## src/logic/iem_params.svh

```systemverilog
`ifndef IEM_PARAMS_SVH
`define IEM_PARAMS_SVH

// ****************************************
// Register map
// ****************************************
`define IEM_MASK_ADDR 8'ha8
`define IEM_MASK_RESET 8'h00
`define IEM_BIT_BASE 5'h15

// ****************************************
// Field positions in the enable register
// ****************************************
`define IEM_POS_GLOBAL 7
`define IEM_POS_SPI 6
`define IEM_POS_TIMER2 5
`define IEM_POS_SERIAL 4
`define IEM_POS_TIMER1 3
`define IEM_POS_EXT1 2
`define IEM_POS_TIMER0 1
`define IEM_POS_EXT0 0

// ****************************************
// Timing
// ****************************************
`define IEM_REQ_LATENCY 1

`endif

```

## src/logic/iem_pkg.sv

```systemverilog
package iem_pkg;

    // Enable register layout, bit 7 down to bit 0
    typedef struct packed {
        logic global_irq_enable;
        logic spi_irq_enable;
        logic timer2_irq_enable;
        logic serial_port_irq_enable;
        logic timer1_irq_enable;
        logic ext_irq1_enable;
        logic timer0_irq_enable;
        logic ext_irq0_enable;
    } iem_mask_type;

    // One request per source, same order as enable bits 6..0
    typedef struct packed {
        logic spi;
        logic timer2;
        logic serial_port;
        logic timer1;
        logic ext1;
        logic timer0;
        logic ext0;
    } iem_req_type;

    // Raw source inputs as seen from the peripherals
    typedef struct packed {
        logic spi_irq;
        logic timer2_high_overflow_flag;
        logic timer2_low_overflow_flag;
        logic serial_port_irq;
        logic timer1_overflow_flag;
        logic ext_irq1_pin;
        logic timer0_overflow_flag;
        logic ext_irq0_pin;
    } iem_src_type;

    // Special-function-register access request
    typedef struct packed {
        logic [7:0] addr;
        logic wr;
        logic rd;
        logic [7:0] wdata;
        logic bit_wr;
        logic [7:0] bit_addr;
        logic bit_data;
    } iem_sfr_type;

    // Whole state of the top module
    typedef struct packed {
        iem_mask_type mask;
        iem_req_type req;
        logic [7:0] rdata;
    } iem_state_type;

endpackage

```

## src/logic/iem_gate.sv

```systemverilog
`timescale 1ns/1ns

// ****************************************
// Per-source gating by enable and global enable
// ****************************************
module iem_gate #(
    parameter int NUM_SRC = 7
) (
    input wire logic global_en_in,
    input wire logic [NUM_SRC-1:0] enable_in,
    input wire logic [NUM_SRC-1:0] raw_in,
    output logic [NUM_SRC-1:0] gated_out
);

    // A clear global enable overrides every individual bit
    for (genvar i = 0; i < NUM_SRC; i++) begin : g_src
        assign gated_out[i] = global_en_in & enable_in[i] & raw_in[i];
    end

endmodule

```

## src/logic/iem_top.sv

```systemverilog
`timescale 1ns/1ns
`include "iem_params.svh"

// Summary of operation
// - Bit 6 gates all SPI requests
// - Bit 5 gates Timer 2 low/high overflow
// - Bit 4 gates the UART request
// - Bit 3 gates Timer 1 overflow flag
// - Bit 2 gates external interrupt 1 input
module iem_top (
    input wire logic core_clk_in,
    input wire logic rst_in,
    input wire logic ce_in,
    input wire iem_pkg::iem_sfr_type sfr_in,
    input wire iem_pkg::iem_src_type src_in,
    output logic [7:0] sfr_rdata_out,
    output iem_pkg::iem_mask_type mask_out,
    output iem_pkg::iem_req_type irq_req_out
);

    // ****************************************
    // Address decode
    // ****************************************

    // Byte address hits the enable register
    function automatic logic byte_hit(input logic [7:0] addr);
        byte_hit = (addr == `IEM_MASK_ADDR);
    endfunction

    // Bit address hits one bit of the enable register
    function automatic logic bit_hit(input logic [7:0] addr);
        bit_hit = (addr[7:3] == `IEM_BIT_BASE);
    endfunction

    // ****************************************
    // State
    // ****************************************
    iem_pkg::iem_state_type state_r;
    iem_pkg::iem_state_type state_nxt;
    iem_pkg::iem_req_type raw_req;
    logic [6:0] gated;

    // Fold peripheral flags into one request per source
    always_comb begin
        raw_req.spi = src_in.spi_irq;
        raw_req.timer2 = src_in.timer2_low_overflow_flag | src_in.timer2_high_overflow_flag;
        raw_req.serial_port = src_in.serial_port_irq;
        raw_req.timer1 = src_in.timer1_overflow_flag;
        raw_req.ext1 = src_in.ext_irq1_pin;
        raw_req.timer0 = src_in.timer0_overflow_flag;
        raw_req.ext0 = src_in.ext_irq0_pin;
    end

    // Gating uses the stored mask, so a write takes effect next cycle
    iem_gate #(
        .NUM_SRC(7)
    ) u_gate (
        .global_en_in(state_r.mask.global_irq_enable),
        .enable_in(state_r.mask[6:0]),
        .raw_in(raw_req),
        .gated_out(gated)
    );

    // Next state: register writes, read data, gated requests
    always_comb begin
        state_nxt = state_r;
        state_nxt.req = iem_pkg::iem_req_type'(gated);
        // Unmapped reads return zero rather than holding stale data
        if (sfr_in.rd) begin
            state_nxt.rdata = byte_hit(sfr_in.addr) ? state_r.mask : 8'h00;
        end
        // Byte write, then a bit write may refine one field
        if (sfr_in.wr && byte_hit(sfr_in.addr)) begin
            state_nxt.mask = sfr_in.wdata;
        end
        if (sfr_in.bit_wr && bit_hit(sfr_in.bit_addr)) begin
            state_nxt.mask[sfr_in.bit_addr[2:0]] = sfr_in.bit_data;
        end
    end

    // Single register stage for all state
    always_ff @(posedge core_clk_in) begin
        if (rst_in) begin
            state_r <= '{mask: `IEM_MASK_RESET, req: '0, rdata: 8'h00};
        end else if (ce_in) begin
            state_r <= state_nxt;
        end
    end

    // Outputs straight from flip-flops
    assign sfr_rdata_out = state_r.rdata;
    assign mask_out = state_r.mask;
    assign irq_req_out = state_r.req;

    // Helper: clock enable delayed by one cycle, cleared in reset
    logic past_ce;
    always_ff @(posedge core_clk_in) begin
        if (rst_in) begin
            past_ce <= 1'b0;
        end else begin
            past_ce <= ce_in;
        end
    end
endmodule

```

## config.mk

```make
export PLATFORM = sky130hd
export DESIGN_NAME = iem_top
export DESIGN_NICKNAME = d
export VERILOG_FILES = /design/src/logic/iem_pkg.sv /design/src/logic/iem_gate.sv /design/src/logic/iem_top.sv
export VERILOG_INCLUDE_DIRS = /design/src /design/src/logic
export SDC_FILE = /design/constraint.sdc
export NUM_CORES = 1
export LEC_CHECK = 0
export ABC_AREA = 1
export BUFFER_PORTS_ARGS = -buffer_cell sky130_fd_sc_hd__buf_2
export CORE_ASPECT_RATIO = 1.1
export CORE_UTILIZATION = 46
export DETAILED_ROUTE_END_ITERATION = 16
export PLACE_DENSITY = 0.88
export SYNTH_ARGS = -nofsm -noshare
export SYNTH_HDL_FRONTEND = slang
export SYNTH_HIERARCHICAL = 1
export SYNTH_SLANG_ARGS = --single-unit
export TNS_END_PERCENT = 1
```

## constraint.sdc

```tcl
create_clock -name core_clk_in -period 1.55 [get_ports core_clk_in]
set_clock_uncertainty 0.2 [all_clocks]
set_input_delay 0.31 -clock core_clk_in [delete_from_list [all_inputs] [get_ports core_clk_in]]
set_output_delay 0.31 -clock core_clk_in [all_outputs]
set_load 0.01 [all_outputs]
```

Word-level counts from Yosys, hierarchy flattened. Cells that the tools add are included.

Bits in registers: 23. Latch bits: 0. Memory bits (writable): 0. Memory bits (read-only): 0. Bits of input ports: 39. Output and inout port bits: 23. Memories: 0.

Add/sub/neg operators: 0. $mul: 0. Divide/modulo/power cells: 0. Order comparisons: 2. Equal/unequal tests: 2. Shifts and indexed selects: 0. Mux-type cells: 6. Bitwise gates (word level): 15. Reductions and logical operators: 4.

Operators with widths (number): $mux 8 (3); $and 1x1->1 (14); $bwmux 8 (1); $eq 8x8->1 const B (1); $eq 5x5->1 const B (1); $lt 3x4->1 const B (1); $demux 1 s3 (1); $ge 3x1->1 const B (1); $logic_and 1x1->1 (3); $reduce_and 2->1 (1); $mux 1 (1); $or 1x1->1 (1).

Logic depth before layout (Yosys ltp). Gate-level depths: netlist of the first run.

Depth after elaboration: 6. Mapped depth: 9. Mapped depth without buffers: 8.

Cells and area by module. Netlist of the first run, hierarchy kept.

Modules (own cells, without submodules): iem_top (times used 1, cells each 185, area an instance 1231.2 µm², sequential area each 460.4 µm²); iem_gate (times used 1, cells each 21, area an instance 78.8 µm², sequential area each 0.0 µm²).

Worst setup path before layout of the first run. Ideal clock, no wire load.

Path kind: input to register. From: input sfr_in[4] (netlist bit). To: register state_r (netlist bit mask_out[7]). Data arrival time: 1034 ps. Data required time: 1236 ps. Path slack: 202 ps. Stages: 7. Path buffers: 0. Cells stage by stage: inv_1 > nor2_1 > nand4_1 > nor2_1 > nor2_1 > nand2_2 > a21oi_2.

Cells in the longest elaborated chain, start to end: 3.

Ends and longest elaborated chain: start: declaration (RTL line iem_top.sv:14) `input wire iem_pkg::iem_sfr_type sfr_in,`; $eq 5x5->1 (no source line); $logic_and 1x1->1 (RTL line iem_top.sv:76) `if (sfr_in.bit_wr && bit_hit(sfr_in.bit_addr)) begin`; $mux 8 (RTL line iem_top.sv:76); end signal: assignment (RTL line iem_top.sv:84) `` state_r <= '{mask: `IEM_MASK_RESET, req: '0, rdata: 8'h00}; ``; end signal: assignment (RTL line iem_top.sv:86) `state_r <= state_nxt;`; end: declaration (RTL line iem_top.sv:38) `iem_pkg::iem_state_type state_r;`.

No other way between the ends. A chain may end at the register's enable or synchronous reset.

Worst setup path after layout of the first run.
From: register state_r (netlist bit mask_out[0]). To: output mask_out[0] (netlist bit).

RTL lines: end: declaration (RTL line iem_top.sv:17) `output iem_pkg::iem_mask_type mask_out,`.

No word-level cell between the ends.

==> reports/qor.yml, run 1 <==
die:
  boundaryPins: 62
  die_w_um: 52.88
  core_area_um2: 2591
  initial_core_util_pct: 50.56
  rows: 19
  die_y_um: 57.97
  dieArea_um2: 3065
sta:
  holdWs_ns: 0.1299
  setup_viol: 0
  fin_ws_ns: 0.1477
  min_period_ns: 1.402
  grt_setup_unrepaired: "no"
  relSlewSlack_pct: 74.33
  finalHoldViolCount: 0
  tightest_slew_ns: 0.3847
  fmax_mhz: 713.1
  fin_tns_setup_ns: 0
  finalCritPeriodShare_pct: 90.47
  maxSlewViolCount: 0
critical_path:
  cp_slowest_cell: "dfxtp_1"
  reg2reg_slack_ns: 0.40
  critical_path.max_fanout: 5
  critPathRequiredTime_ns: 1.04
  path_cells: "buf_2"
  worstSetupPathType: "reg -> out"
  cp.buffers_inverters: 1
  crit_start: "mask_out[0]"
  slowest_delay_ns: 0.43
  crit_arrival_ns: 0.89
  worstSetupEndpoint: "mask_out[0]"
  ff2ff_path_depth: 5
  rr_endpoint: "irq_req_out[4]"
  worstReg2RegStart: "mask_out[7]"
  endpoint_kind: "output port"
  crit_family: "flip-flops"
  path_depth: 1
  cp-start-kind: "register"
cells_and_area:
  syn_to_final_growth_pct: 29.04
  drive_gt1_share_pct: 32.22
  multi_input_area_um2: 711.9
  final_core_util_pct: 65.23
  nNetsFinal: 310
  num-fill-cells: 244
  ff_latch_area_um2: 460.4
  antenna_cells: 0
  stdcell_count: 301
logic_synthesis:
  synth-compound-area-share_pct: 12.42
  synthMuxAreaShare_pct: 0
  synth_xor_area_share_pct: 0
  synth_top_family_by_area: "simple AND/OR/NAND/NOR gates"
  synthArstFlopShare_pct: 0
  synthesis.area_um2: 1310
  netlist.area_leader.share_pct: 35.15
  avgSynthCellArea_um2: 6.359
  yosys.area.top_type: "dfxtp_1"
  synth_cell_types: 18
  synth-edff-count: 0
  yosysMostFrequentCell: "nand2_1"
  synth-simple-area-share_pct: 41.93
  yosys-top-cells-count: "nand2_1, nor2_1, dfxtp_1"
  synthCells: 206
  yosys_warnings: 6
  synthTopCellsByArea: "dfxtp_1, nand2_1, nor2_1"
  synth_adder_area_share_pct: 0
  syn-num-nets: 245
  ys_dominant_reg_cell: "dfxtp_1"
  ys_seq_elements: 23
  ys_seq_area_share_pct: 35.15
placement:
  preCtsSetupSlack_ns: -0.01946
  port_buffers: 61
  gp_congestion: 0.8441
  dpl.hpwl_um: 2483
  place_inst: 297
clock_tree:
  root_buffer: "clkbuf_4"
  cts_num_sinks: 23
  tritoncts: "yes"
  path_clk_slew_ns: 0.12
  holdBufCountCts: 0
  htree_levels: 1
  numCtsBuffers: 3
  clk-insertion-delay-late_ns: 0.29
  clockBufferDepth: 2
  cts_resized: 0
  postCtsSetupBuffers: 0
power:
  p_comb_share_pct: 17.8
  seqPwrFrac_pct: 58.1
  power_per_cell_area_nw_per_um2: 631.5
  power_switching_mw: 0.2720
  pwr-share-clk_pct: 24.0
  p_leak_nw: 0.8778
  p_sw_share_pct: 25.48
  internal_power_mw: 0.7955
  ir_worst_vdd_uv: 453.8
routing:
  via_per_inst: 4.937
  vias: 1486
  ant_nets: 0
  routed_wl_um: 3099
  first_pass_iters: 4
  post_drt_wl_per_cell_um: 10.30
  drc: 0
  drt-initial-drc-count: 34
global_routing:
  top_usage_layer: "met2"
  gr-usage-all-layers_pct: 22.42
  grt_util_met3_pct: 3.675
  grt_max_degree: 18
  grt_pass1_vias: 1233
  antenna_found_initial: 0
  grt.met1_usage_pct: 28.78
  grt_pass1_wl_um: 5285
  overflow: 0
  met2_usage_pct: 39.06
min_path:
  min-delay-path-class: "in -> reg"
outcome:
  status: "finished clean"
job:
  cap_violations: 0
-- kinds of logic (layout without fill, tap and decap cells) --
family / after synthesis / in the layout
compound gates: 31 / 31
buf+inv: 30 / 94
flops: 23 / 23
simple gates: 122 / 122
-- metrics by stage --
step	power, mW	instance area [um2]
after floorplan	0.7311	1310
after global placement	0.8190	1664
after detailed placement	0.8246	1664
after CTS	1.077	1690
after global routing	1.135	1690
final	1.068	1690
-- registers in the layout, summed over array words and instances (netlist names) --
signal and cells:
mask_out 8, sfr_rdata_out 8, irq_req_out 7
-- layout by cell type, fill, tap and decap left out, drive strengths merged --
cell and instances:
nand2 48, nand3 17, a21oi 16, clkbuf 4
nor2 48, buf 68, o21ai 15, or2 1
nand4 8, inv 22, dfxtp 23
-- per-layer routing --
layer	vias up	share of wire, %
met2	60	49
met3	2	6.7
met5	-	0
li1	786	-
met1	638	44
met4	0	0.68
-- power by group through the flow --
stage	logic, mW	clock network, mW	registers, mW
6_report	0.190	0.256	0.621
3_3_place_gp	0.186	0	0.633
3_5_place_dp	0.190	0	0.634
4_1_cts	0.192	0.265	0.621
2_1_floorplan	0.0866	0	0.644
5_1_grt	0.217	0.295	0.623
-- how the worst min path moves through the flow --
stage                     endpoint  cells past startpoint            from
detailed placement  irq_req_out[5]                      2  irq_req_out[5]
finish                 mask_out[6]                      3          rst_in
floorplan           irq_req_out[0]                      2           ce_in
CTS                    mask_out[6]                      3          rst_in
global placement    irq_req_out[2]                      2  irq_req_out[2]
global route           mask_out[6]                      3          rst_in
-- layout make-up --
type                            instances  share of cell area (%)
Multi-Input combinational cell        153                   42.12
Sequential cell                        23                   27.24
Timing Repair Buffer                   68                   21.91
Inverter                               22                   4.885
Tap cell                               31                   2.295
Clock buffer                            4                   1.554
(Power assumes the default switching activity.)
==> run 2, diff against run 1 <==
- MAX_ROUTING_LAYER: not set -> met4
==> reports/qor.yml, run 2 (same netlist as run 1, synthesis figures left out) <==
critical_path:
  critical_path.max_fanout: 5
  worstSetupPathType: "reg -> out"
  crit_arrival_ns: 0.90
  cp_slowest_cell: "dfxtp_1"
  cp-start-kind: "register"
  endpoint_kind: "output port"
  critPathRequiredTime_ns: 1.04
  crit_family: "flip-flops"
  path_cells: "buf_2"
  slowest_delay_ns: 0.44
  cp.buffers_inverters: 1
sta:
  tightest_slew_ns: 0.3775
  fmax_mhz: 708.9
  min_period_ns: 1.411
  finalHoldViolCount: 0
  setup_viol: 0
  grt_setup_unrepaired: "no"
  maxSlewViolCount: 0
  relSlewSlack_pct: 74.80
  finalCritPeriodShare_pct: 91.01
die:
  rows: 19
  die_y_um: 57.97
  die_w_um: 52.88
  boundaryPins: 62
  dieArea_um2: 3065
  initial_core_util_pct: 50.56
  core_area_um2: 2591
routing:
  routed_wl_um: 3092
  via_per_inst: 4.907
  vias: 1477
  drt-initial-drc-count: 35
  post_drt_wl_per_cell_um: 10.27
  first_pass_iters: 4
  ant_nets: 0
  drc: 0
cells_and_area:
  nNetsFinal: 310
  antenna_cells: 0
  drive_gt1_share_pct: 32.22
  finalInstanceArea_um2: 1690
  num-fill-cells: 244
  layout_commonest_cell: "buf_2"
  syn_to_final_growth_pct: 29.04
  layout.cells.most_common_list: "buf_2, nand2_1, nor2_1"
clock_tree:
  postCtsSetupBuffers: 0
  htree_levels: 1
  holdBufCountCts: 0
  cts_num_sinks: 23
  cts_resized: 0
  root_buffer: "clkbuf_4"
  tritoncts: "yes"
  clockBufferDepth: 2
  path_clk_slew_ns: 0.12
  numCtsBuffers: 3
  clk-insertion-delay-late_ns: 0.29
power:
  ir_worst_vdd_uv: 453.7
  p_total_mw: 1.067
  power_per_cell_area_nw_per_um2: 631.3
  p_leak_nw: 0.8778
global_routing:
  grt_max_degree: 18
  grt_pass1_vias: 1234
  gr-usage-all-layers_pct: 23.09
  antenna_found_initial: 0
  overflow: 0
  grt_pass1_wl_um: 5285
placement:
  place_area_um2: 1664
  dpl.hpwl_um: 2483
  port_buffers: 61
  gp_congestion: 0.8573
outcome:
  status: "finished clean"
job:
  cap_violations: 0
min_path:
  min-delay-path-class: "in -> reg"
[run 2: cell counts in the layout (fill, tap and decap cells not counted)]
Identical to the previous run, type by type.
[run 2: report_power, final]
| group | internal, mW | switching, mW |
|---|---|---|
| registers | 0.612 | 0.00906 |
| logic | 0.0839 | 0.106 |
| clock network | 0.0999 | 0.156 |
| total | 0.796 | 0.272 |
[run 2: cell type report]
| type | count | area (um2) | share of cell area (%) |
|---|---|---|---|
| multi-input cells | 153 | 711.9 | 42.12 |
| flip-flops and latches | 23 | 460.4 | 27.24 |
| repair buffers | 68 | 370.4 | 21.91 |
| inverters | 22 | 82.58 | 4.885 |
| well taps | 31 | 38.79 | 2.295 |
| clock buffers | 4 | 26.28 | 1.554 |
[run 2: worst register-to-register path, cell delays in order (launching register included)]
cell	delay [ns]
dfxtp_1	0.40
buf_4	0.17
nand2_1	0.06
nor2_1	0.10
nor2_1	0.06
nor2_1	0.11
[run 2: metal layers]
metal	GRT usage (%)	wire (um)
met4	4.511	21
met3	3.412	215
met5	-	0
met2	39.06	1466
met1	28.94	1388
[run 2: path summary, 6_finish.rpt]
path                                      from              to  slack [ns]  depth (start not counted)
worst max-delay path               mask_out[1]     mask_out[1]        0.14                          1
worst max register to register     mask_out[7]  irq_req_out[4]        0.40                          5
worst min-delay path                    rst_in     mask_out[7]        0.13                          3
worst min register to register  irq_req_out[5]  irq_req_out[5]        0.30                          2
[run 2: per-stage QoR]
step / hold WS [ns] / cells / worst slack [ns] / TNS [ns] / utilization (%)
6_report: 0.1298 / 301 / 0.1393 / 0 / 65.23
4_1_cts: 0.1200 / 301 / 0.1356 / 0 / 65.23
3_3_place_gp: 0.2726 / 297 / 0.02620 / 0 / 64.22
5_1_grt: 0.1210 / 301 / 0.08649 / 0 / 65.23
3_5_place_dp: 0.2769 / 297 / -0.01946 / -0.05842 / 64.22
2_1_floorplan: 0.2616 / 206 / 0.2025 / 0 / -
==> run 3, diff against run 2 <==
- CORE_UTILIZATION: 46 -> 35
- PLACE_DENSITY: 0.88 -> 0.72
==> reports/qor.yml, run 3 (same netlist as run 1, synthesis figures left out) <==
routing:
  routed_wl_um: 3122
  drc: 0
  post_drt_wl_per_cell_um: 9.849
  first_pass_iters: 4
  drt-initial-drc-count: 83
  via_per_inst: 4.587
  ant_nets: 0
  vias: 1454
power:
  p_comb_share_pct: 17.4
  power_per_cell_area_nw_per_um2: 633.0
  power_switching_mw: 0.2836
  p_total_mw: 1.080
  seqPwrFrac_pct: 57.5
  internal_power_mw: 0.7959
  ir_worst_vdd_uv: 242.8
  p_sw_share_pct: 26.27
  pwr-share-clk_pct: 25.1
  p_leak_nw: 0.8728
placement:
  gp_congestion: 0.8328
  place_area_um2: 1678
  dpl.hpwl_um: 2452
  preCtsSetupSlack_ns: -0.01671
  port_buffers: 61
cells_and_area:
  final_core_util_pct: 49.56
  drive_gt1_share_pct: 32.34
  syn_to_final_growth_pct: 30.18
  finalInstanceArea_um2: 1705
  layout.cells.most_common_list: "buf_2, nand2_1, nor2_1"
  layout_commonest_cell: "buf_2"
  nNetsFinal: 309
  num-fill-cells: 363
  antenna_cells: 0
sta:
  tightest_slew_ns: 0.3606
  setup_viol: 0
  finalHoldViolCount: 0
  grt_setup_unrepaired: "no"
  holdWs_ns: 0.1216
  min_period_ns: 1.443
  maxSlewViolCount: 0
  finalCritPeriodShare_pct: 93.10
  fin_ws_ns: 0.1070
  fmax_mhz: 693.0
  relSlewSlack_pct: 75.93
global_routing:
  grt_pass1_vias: 1230
  antenna_found_initial: 0
  gr-usage-all-layers_pct: 16.90
  overflow: 0
  grt_max_degree: 21
  grt_pass1_wl_um: 5085
clock_tree:
  clockBufferDepth: 2
  htree_levels: 1
  numCtsBuffers: 3
  clk-insertion-delay-late_ns: 0.31
  holdBufCountCts: 0
  root_buffer: "clkbuf_4"
  tritoncts: "yes"
  cts_num_sinks: 23
  path_clk_slew_ns: 0.13
die:
  boundaryPins: 62
  initial_core_util_pct: 38.07
  die_w_um: 60.33
  dieArea_um2: 3992
  die_y_um: 66.17
  core_area_um2: 3441
  rows: 22
critical_path:
  critical_path.max_fanout: 5
  crit_family: "flip-flops"
  cp-start-kind: "register"
  crit_arrival_ns: 0.93
  critPathRequiredTime_ns: 1.04
  endpoint_kind: "output port"
  cp.buffers_inverters: 1
  worstSetupPathType: "reg -> out"
  slowest_delay_ns: 0.45
  path_cells: "buf_2"
  cp_slowest_cell: "dfxtp_1"
job:
  cap_violations: 0
min_path:
  min-delay-path-class: "in -> reg"
outcome:
  status: "finished clean"
==> run 3: cell count changes in the layout (fill, tap and decap cells not counted) <==
cell,delta
dfxtp_1,-1
buf_4,-1
dfxtp_2,+1
==> run 3: metrics by stage <==
step / cells / TNS (ns)
after floorplan: 206 / 0
after global placement: 313 / 0
after detailed placement: 313 / -0.06230
after CTS: 317 / 0
after global routing: 317 / 0
final: 317 / 0
==> run 3: power groups by stage <==
stage          registers, mW  clock network, mW  logic [mW]
4_1_cts                0.621              0.278       0.189
3_5_place_dp           0.634                  0       0.188
3_3_place_gp           0.634                  0       0.186
5_1_grt                0.623              0.301       0.214
2_1_floorplan          0.644                  0      0.0866
6_report               0.621              0.271       0.188
==> run 3: final cells by class <==
type	count	area, um2	share of cell area [%]
Timing Repair Buffer	67	362.8	21.28
Clock buffer	4	26.28	1.541
Multi-Input combinational cell	153	711.9	41.75
Sequential cell	23	461.7	27.07
Inverter	22	82.58	4.842
Tap cell	48	60.06	3.522
==> run 3: repair_timing <==
action	in CTS	in global routing
buffers inserted	0	0
gates resized for setup	0	1
setup endpoints to repair	0	1
==> run 3: worst paths after layout <==
check                 start             end  slack [ns]  cells after the start
max             mask_out[4]     mask_out[4]        0.11                      1
max reg2reg     mask_out[7]  irq_req_out[4]        0.45                      5
min reg2reg  irq_req_out[6]  irq_req_out[6]        0.30                      2
min                  rst_in     mask_out[7]        0.12                      3
==> run 3: worst min-delay path: cells and delay by family <==
family | cells | cell delay (ns)
buffers and inverters | 2 | 0.24
AO/OA/AOI/OAI | 1 | 0.03
==> run 3: layer usage <==
layer	vias up	global-route usage [%]	routed length, um
met5	-	-	0
met4	0	5.233	11
met3	2	2.544	175
met2	54	26.65	1395
met1	618	21.98	1540
li1	780	-	-
